[src/hw/analog_trigger_pkg.sv]
package analog_trigger_pkg;

   // ---------------------------------------------------------------
   // widths
   // ---------------------------------------------------------------
   // fine variant digitizes to 12 bits (4,096 steps); coarse uses the top 8 (256 steps)
   localparam int LEVEL_W = 12;
   localparam int COARSE_W = 8;
   localparam int COARSE_STEPS = 256;
   localparam int FINE_STEPS = 4096;
   // direct source step sizes in microvolts across the +/-10 V span
   localparam int DIRECT_STEP_COARSE_UV = 78000;
   localparam int DIRECT_STEP_FINE_UV = 4900;

   // ---------------------------------------------------------------
   // reset values
   // ---------------------------------------------------------------
   localparam logic [LEVEL_W-1:0] THRESHOLD_RESET = 12'h0000;
   localparam logic TRIGGER_RESET = 1'b0;

   // ---------------------------------------------------------------
   // types
   // ---------------------------------------------------------------
   typedef enum logic [2:0] {
      MODE_BELOW_LOW,
      MODE_ABOVE_HIGH,
      MODE_INSIDE_REGION,
      MODE_HIGH_HYSTERESIS,
      MODE_LOW_HYSTERESIS
   } trigger_mode_t;

   typedef enum logic {
      SOURCE_DIRECT,
      SOURCE_AMPLIFIER
   } trigger_source_t;

   localparam trigger_mode_t MODE_RESET = MODE_BELOW_LOW;
   localparam trigger_source_t SOURCE_RESET = SOURCE_DIRECT;

   // the two software-written threshold levels travel together
   typedef struct packed {
      logic [LEVEL_W-1:0] lower_threshold;
      logic [LEVEL_W-1:0] upper_threshold;
   } thresholds_t;

endpackage : analog_trigger_pkg

[src/hw/analog_level_trigger_logic.sv]
// Functional notes
// - compare either direct input or amplifier output
// - direct source: 78 mV or 4.9 mV steps
// - amplifier source: full scale in 256/4096 steps
// - five modes, independent lower and upper thresholds
// - below-low: trigger while value below lower
// - above-high: trigger while value above upper
// - inside-region: trigger while between both thresholds
// - high-hysteresis: trigger on exceeding upper threshold
// - low-hysteresis: trigger on falling below lower
// - trigger output feeds all timing sections
`timescale 1ns/100ps
module analog_level_trigger_logic
   import analog_trigger_pkg::*;
(
   input wire logic CLK,
   input wire logic RESET_N,
   input wire logic FINE_VARIANT,
   input wire trigger_source_t SOURCE_SELECT,
   input wire trigger_mode_t MODE_SELECT,
   input wire logic LOWER_WRITE,
   input wire logic [LEVEL_W-1:0] LOWER_THRESHOLD_IN,
   input wire logic UPPER_WRITE,
   input wire logic [LEVEL_W-1:0] UPPER_THRESHOLD_IN,
   input wire logic [LEVEL_W-1:0] DIRECT_TRIGGER_INPUT,
   input wire logic [LEVEL_W-1:0] PROGRAMMABLE_GAIN_AMPLIFIER,
   output logic [LEVEL_W-1:0] LOWER_THRESHOLD,
   output logic [LEVEL_W-1:0] UPPER_THRESHOLD,
   output logic ACQUISITION_TRIGGER,
   output logic UPDATE_TRIGGER,
   output logic COUNTER_TRIGGER
);

   // ---------------------------------------------------------------
   // helpers
   // ---------------------------------------------------------------
   // coarse variant keeps only the top bits so both variants share one compare
   function automatic logic [LEVEL_W-1:0] quantize(input logic [LEVEL_W-1:0] v,
                                                   input logic fine);
      quantize = fine ? v : {v[LEVEL_W-1 -: COARSE_W], {(LEVEL_W-COARSE_W){1'b0}}};
   endfunction : quantize

   // strict compare: a value sitting exactly on a level never counts as past it
   function automatic logic is_below(input logic [LEVEL_W-1:0] v,
                                     input logic [LEVEL_W-1:0] level);
      is_below = v < level;
   endfunction : is_below

   // mirror of is_below, kept separate so each mode reads like its rule
   function automatic logic is_above(input logic [LEVEL_W-1:0] v,
                                     input logic [LEVEL_W-1:0] level);
      is_above = v > level;
   endfunction : is_above

   // ---------------------------------------------------------------
   // thresholds
   // ---------------------------------------------------------------
   thresholds_t thr_reg;
   logic [LEVEL_W-1:0] value_reg;
   logic trig_reg;
   logic [LEVEL_W-1:0] value_next;
   logic trig_next;
   logic [LEVEL_W-1:0] source_value;
   // crossing flags shared by the modes; inside_window serves inside-region alone
   logic below_lower;
   logic above_upper;
   logic inside_window;

   // each threshold written on its own strobe, untouched by the other
   // a write lands at the strobe edge; the readback port follows one edge later
   always_ff @(posedge CLK or negedge RESET_N) begin
      if (!RESET_N) begin
         thr_reg.lower_threshold <= THRESHOLD_RESET;
         thr_reg.upper_threshold <= THRESHOLD_RESET;
      end else begin
         if (LOWER_WRITE) begin
            thr_reg.lower_threshold <= quantize(LOWER_THRESHOLD_IN, FINE_VARIANT);
         end
         if (UPPER_WRITE) begin
            thr_reg.upper_threshold <= quantize(UPPER_THRESHOLD_IN, FINE_VARIANT);
         end
      end
   end

   // ---------------------------------------------------------------
   // source select
   // ---------------------------------------------------------------
   // both sources arrive already digitized on CLK, so no synchroniser is needed;
   // the step size in volts (78 mV / 4.9 mV, or full scale / 256 / 4096) comes from
   // the digitizer's scaling, the logic only sees codes
   // source is a level; switching it mid-run simply changes what is compared
   always_comb begin
      source_value = (SOURCE_SELECT == SOURCE_AMPLIFIER) ? PROGRAMMABLE_GAIN_AMPLIFIER
                                                         : DIRECT_TRIGGER_INPUT;
   end

   // coarse compare drops the low bits of the value the same way as the levels,
   // so a value and a level that differ only below the coarse step compare equal
   always_comb begin
      value_next = quantize(source_value, FINE_VARIANT);
   end

   // compared value, refreshed on every edge
   always_ff @(posedge CLK or negedge RESET_N) begin
      if (!RESET_N) begin
         value_reg <= THRESHOLD_RESET;
      end else begin
         value_reg <= value_next;
      end
   end

   // ---------------------------------------------------------------
   // threshold crossings
   // ---------------------------------------------------------------
   // each crossing is worked out once and shared by the modes that need it;
   // with lower above upper the window is empty and hysteresis favours setting,
   // so software should keep lower at or below upper
   always_comb begin
      below_lower = is_below(value_reg, thr_reg.lower_threshold);
      above_upper = is_above(value_reg, thr_reg.upper_threshold);
      inside_window = is_above(value_reg, thr_reg.lower_threshold) &&
                      is_below(value_reg, thr_reg.upper_threshold);
   end

   // ---------------------------------------------------------------
   // comparison
   // ---------------------------------------------------------------
   // hysteresis state is the trigger itself, so one flop serves both
   // latency: a code is taken into value_reg at one edge and shows on the
   // trigger outputs at the next, two edges in all
   always_comb begin
      trig_next = trig_reg;
      unique case (MODE_SELECT)
         MODE_BELOW_LOW: begin
            trig_next = below_lower;
         end
         MODE_ABOVE_HIGH: begin
            trig_next = above_upper;
         end
         MODE_INSIDE_REGION: begin
            trig_next = inside_window;
         end
         MODE_HIGH_HYSTERESIS: begin
            if (above_upper) begin
               trig_next = 1'b1;
            end else if (below_lower) begin
               trig_next = 1'b0;
            end
         end
         MODE_LOW_HYSTERESIS: begin
            if (below_lower) begin
               trig_next = 1'b1;
            end else if (above_upper) begin
               trig_next = 1'b0;
            end
         end
         default: begin
            trig_next = TRIGGER_RESET; // illegal mode code holds trigger off
         end
      endcase
   end

   // hysteresis state; the hold branches above read it back
   always_ff @(posedge CLK or negedge RESET_N) begin
      if (!RESET_N) begin
         trig_reg <= TRIGGER_RESET;
      end else begin
         trig_reg <= trig_next;
      end
   end

   // ---------------------------------------------------------------
   // outputs
   // ---------------------------------------------------------------
   // one flop per consumer keeps fan-out local to each timing section; all three
   // take trig_next so they change on the same edge as the hysteresis state,
   // which costs three flops but keeps the copies identical
   always_ff @(posedge CLK or negedge RESET_N) begin
      if (!RESET_N) begin
         ACQUISITION_TRIGGER <= TRIGGER_RESET;
      end else begin
         ACQUISITION_TRIGGER <= trig_next;
      end
   end

   // output-update section copy
   always_ff @(posedge CLK or negedge RESET_N) begin
      if (!RESET_N) begin
         UPDATE_TRIGGER <= TRIGGER_RESET;
      end else begin
         UPDATE_TRIGGER <= trig_next;
      end
   end

   // counter section copy
   always_ff @(posedge CLK or negedge RESET_N) begin
      if (!RESET_N) begin
         COUNTER_TRIGGER <= TRIGGER_RESET;
      end else begin
         COUNTER_TRIGGER <= trig_next;
      end
   end

   // lower threshold readback, one edge behind the stored level
   always_ff @(posedge CLK or negedge RESET_N) begin
      if (!RESET_N) begin
         LOWER_THRESHOLD <= THRESHOLD_RESET;
      end else begin
         LOWER_THRESHOLD <= thr_reg.lower_threshold;
      end
   end

   // upper threshold readback
   always_ff @(posedge CLK or negedge RESET_N) begin
      if (!RESET_N) begin
         UPPER_THRESHOLD <= THRESHOLD_RESET;
      end else begin
         UPPER_THRESHOLD <= thr_reg.upper_threshold;
      end
   end

endmodule : analog_level_trigger_logic

[config.mk]
export PLATFORM = sky130hd
export DESIGN_NAME = analog_level_trigger_logic
export DESIGN_NICKNAME = d
export VERILOG_FILES = /design/src/hw/analog_trigger_pkg.sv /design/src/hw/analog_level_trigger_logic.sv
export SDC_FILE = /design/constraint.sdc
export NUM_CORES = 1
export LEC_CHECK = 0
export BUFFER_PORTS_ARGS = -buffer_cell sky130_fd_sc_hd__buf_4
export CAP_MARGIN = 25
export CELL_PAD_IN_SITES_DETAIL_PLACEMENT = 0
export CELL_PAD_IN_SITES_GLOBAL_PLACEMENT = 1
export CORE_MARGIN = 2
export CORE_UTILIZATION = 35
export CTS_CLUSTER_DIAMETER = 30
export DETAILED_ROUTE_END_ITERATION = 10
export GPL_ROUTABILITY_DRIVEN = 0
export PLACE_DENSITY_LB_ADDON = 0.25
export SYNTH_ARGS = -nofsm -noshare
export SYNTH_HDL_FRONTEND = slang
export SYNTH_SLANG_ARGS = --single-unit
[constraint.sdc]
create_clock -name CLK -period 1.8 [get_ports CLK]
set_input_delay 0.18 -clock CLK [delete_from_list [all_inputs] [get_ports CLK]]
set_output_delay 0.18 -clock CLK [all_outputs]
set_load 0.05 [all_outputs]
==> results_dict.tcl <==
set metrics [dict create \
    grt_max_degree 62 \
    drive_above_1_share_pct 36.7 \
    yosysWarningCount 0 \
    wire_per_inst_um 13.2 \
    viasPerCell 4.48 \
    vias 1921 \
    dieArea_um2 8190 \
    cts-root-buf "clkbuf_8" \
    ys.flop_type "dfrtp_1" \
    critPathMaxStageDelay_ns 0.53 \
    clockBufferDepth 2 \
    reg2reg_from "value_reg[9]$_DFF_PN0_" \
    cts_tree "done" \
    seq_area_frac_synth_pct 58.3 \
    die_x_um 90.5 \
    grt_pass1_vias 1955 \
    vdd_ir_drop_max_uv 318 \
    wl_mm 5.64 \
    finClkSkew_ns 0.0101 \
    final_cell_count_no_fill 429 \
    layout_min_cycle_time_ns 1.99 \
    synth.distinct_cells 28 \
    hold_viol_final 0 \
    synth_top_cell_area_share_pct 58.3 \
    die_h_um 90.5 \
    synthTopCellsByArea "dfrtp_1 58%, ha_1 11%, o21ai_0 5.0%" \
    r2r_setup_slack_ns -0.19 \
    ff2ff_path_depth 7 \
    core_um2 7250 \
    clk_pin_slew_ns 0.07 \
    synth_nets 312 \
    dp_hpwl_mm 4.12 \
    hold_start "UPPER_THRESHOLD_IN[10]" \
    num_antenna_cells 0 \
    maxCapViolCount 0 \
    outcome "complete, but fails checks" \
    critPathRequiredTime_ns 2.04 \
    grt_setup_unrepaired "true" \
    drtIter0Drc 71 \
    layout.nets 407 \
    area_delta_synth_final_pct 38.7 \
    min_to "thr_reg[10]$_DFFE_PN0P_" \
    fmax_mhz 502 \
    multi_input_area_um2 1020 \
    final_util_pct 50.1 \
    worstReg2RegEnd "COUNTER_TRIGGER$_DFFE_PN0P_" \
    synth_edf_count 0 \
    avgSynthCellArea_um2 11.3 \
    worstSetupStartpointType "flop" \
    end_kind "flop" \
    cts.sink_count 61 \
    crit_slowest_cell "or4b_4" \
    antenna_left 0 \
    tightest_slew_ns 0.758 \
    path_delay_family "simple AND/OR/NAND/NOR gates" \
    largest_reg_flops 24 \
    drc 0 \
    dp_cells 410 \
    p_per_area_nw_per_um2 927 \
    failed_checks "negative setup slack" \
    ys_ff_latch 61 \
    hold_depth 3 \
    synth_cells 231 \
    syn_area_um2 2620 \
    path_buf_inv 0 \
    grt.total_usage_pct 14.9 \
    worstPathCellList "ha_1 -> nand4_1 -> or2_1 -> a21oi_2 -> nor3b_1 -> or4b_4 -> o311ai_2" \
    min_path_type "primary input to flop" \
    critPathArrivalTime_ns 2.23 \
    finalSetupViolations 1 \
    io_buffers 83 \
    cts_made_buffers 9 \
    post-route-period-util_pct 111 \
    grt-ovfl-total 0 \
    regArea_um2 1530 \
    clock_latency_ns 0.33 \
    fillers 697 \
    initial_core_util_pct 36.1 \
    max_slew_margin_pct 49.4 \
    io_pins 84 \
    final_area_um2 3630 \
    p_leak_nw 1.81 \
    ys_async_sr_fraction_pct 100 \
    slew_violations 0 \
    cts-htree-levels 3 \
    synth_top_area_cell "dfrtp_1" \
    crit_fanout 2 \
    grt_pass1_wl_mm 9.40 \
    drt_first_pass_iters 4 \
    fin_ws_ns -0.191 \
    antenna_found_initial 0 \
    criticalPathCategory "flop to flop" \
    rows 31 \
    dpl_cell_area_um2 3390 \
]
==> tightest hold or removal path: cells and delay by family <==
| family | cells | cell delay (ns) |
|---|---|---|
| compound gates | 1 | 0.06 |
| simple gates | 1 | 0.03 |
| buf+inv | 1 | 0.08 |
==> metal layers <==
| metal | track usage [%] | routed length [um] | up-vias |
|---|---|---|---|
| li1 | - | - | 977 |
| met1 | 18.8 | 2630 | 877 |
| met2 | 23.3 | 2580 | 56 |
| met3 | 5.34 | 335 | 11 |
| met4 | 5.77 | 98 | 0 |
| met5 | 0 | 0 | - |
==> placed cells by master, fill, tap and decap left out, drive strengths merged, types with 2 or more instances in the layout <==
cell    count
nand3      11
a21oi      13
nor3        2
inv        28
nand2      20
o21ai      26
nor2b       5
nor2        2
buf        91
o211ai      2
dfrtp      61
mux2        8
nand4       5
mux2i       4
clkbuf     13
ha         24
a21o        3
clkinv      2
==> Yosys cell counts, types with 2 or more instances <==
cell type,instances
a21o_1,3
a21oi_1,12
buf_4,2
clkbuf_1,5
dfrtp_1,61
ha_1,24
inv_1,28
mux2_2,8
mux2i_1,4
nand2_1,20
nand3_1,11
nand4_1,5
nor2_1,2
nor2b_1,5
nor3_1,2
o211ai_1,2
o21ai_0,26
==> worst max path at each step <==
stage                                       start                     endpoint  cells past startpoint
after floorplan            value_reg[7]$_DFF_PN0_  COUNTER_TRIGGER$_DFFE_PN0P_                      7
after global placement     value_reg[9]$_DFF_PN0_  COUNTER_TRIGGER$_DFFE_PN0P_                      7
after detailed placement  value_reg[10]$_DFF_PN0_  COUNTER_TRIGGER$_DFFE_PN0P_                      7
after CTS                 value_reg[11]$_DFF_PN0_  COUNTER_TRIGGER$_DFFE_PN0P_                      7
after global routing       value_reg[9]$_DFF_PN0_  COUNTER_TRIGGER$_DFFE_PN0P_                      7
final                      value_reg[9]$_DFF_PN0_  COUNTER_TRIGGER$_DFFE_PN0P_                      7
==> repair_timing <==
item	4_1_cts	5_1_grt
endpoints found under the setup margin	1	1
buffers inserted	2	1
hold endpoints to repair	61	0
hold buffers	1	0
cloned	0	0
resized for setup	0	7
pin swaps	3	6
==> where the power goes <==
part / switching [mW] / internal (mW)
Clock: 0.491 / 0.526
Combinational: 0.476 / 0.323
Sequential: 0.0603 / 1.49
==> kinds of logic after synthesis <==
| group | share of synthesized area (%) |
|---|---|
| simple gates | 9.23 |
| mux | 4.97 |
| flops | 58.3 |
| compound gates | 10.6 |
| fa+ha+maj | 11.5 |
| buf+inv | 5.45 |
==> cell type report <==
cell class | instances | area share (%)
multi-input cells | 134 | 28.2
flip-flops and latches | 61 | 42.0
inverters | 28 | 2.89
well taps | 99 | 3.41
repair buffers | 92 | 19.1
clock buffers | 13 | 4.10
clock inverters | 2 | 0.276
==> per-stage QoR <==
step | hold slack [ns] | setup TNS, ns | setup slack [ns] | total power [mW]
2_1_floorplan | -0.116 | -0.0280 | -0.0280 | 2.05
3_3_place_gp | 0.307 | -0.139 | -0.139 | 2.35
3_5_place_dp | 0.316 | -0.190 | -0.190 | 2.36
4_1_cts | 0.0305 | -0.212 | -0.212 | 3.40
5_1_grt | 0.0503 | -0.285 | -0.285 | 3.55
6_report | 0.0494 | -0.191 | -0.191 | 3.37
(Power assumes the default switching activity.)
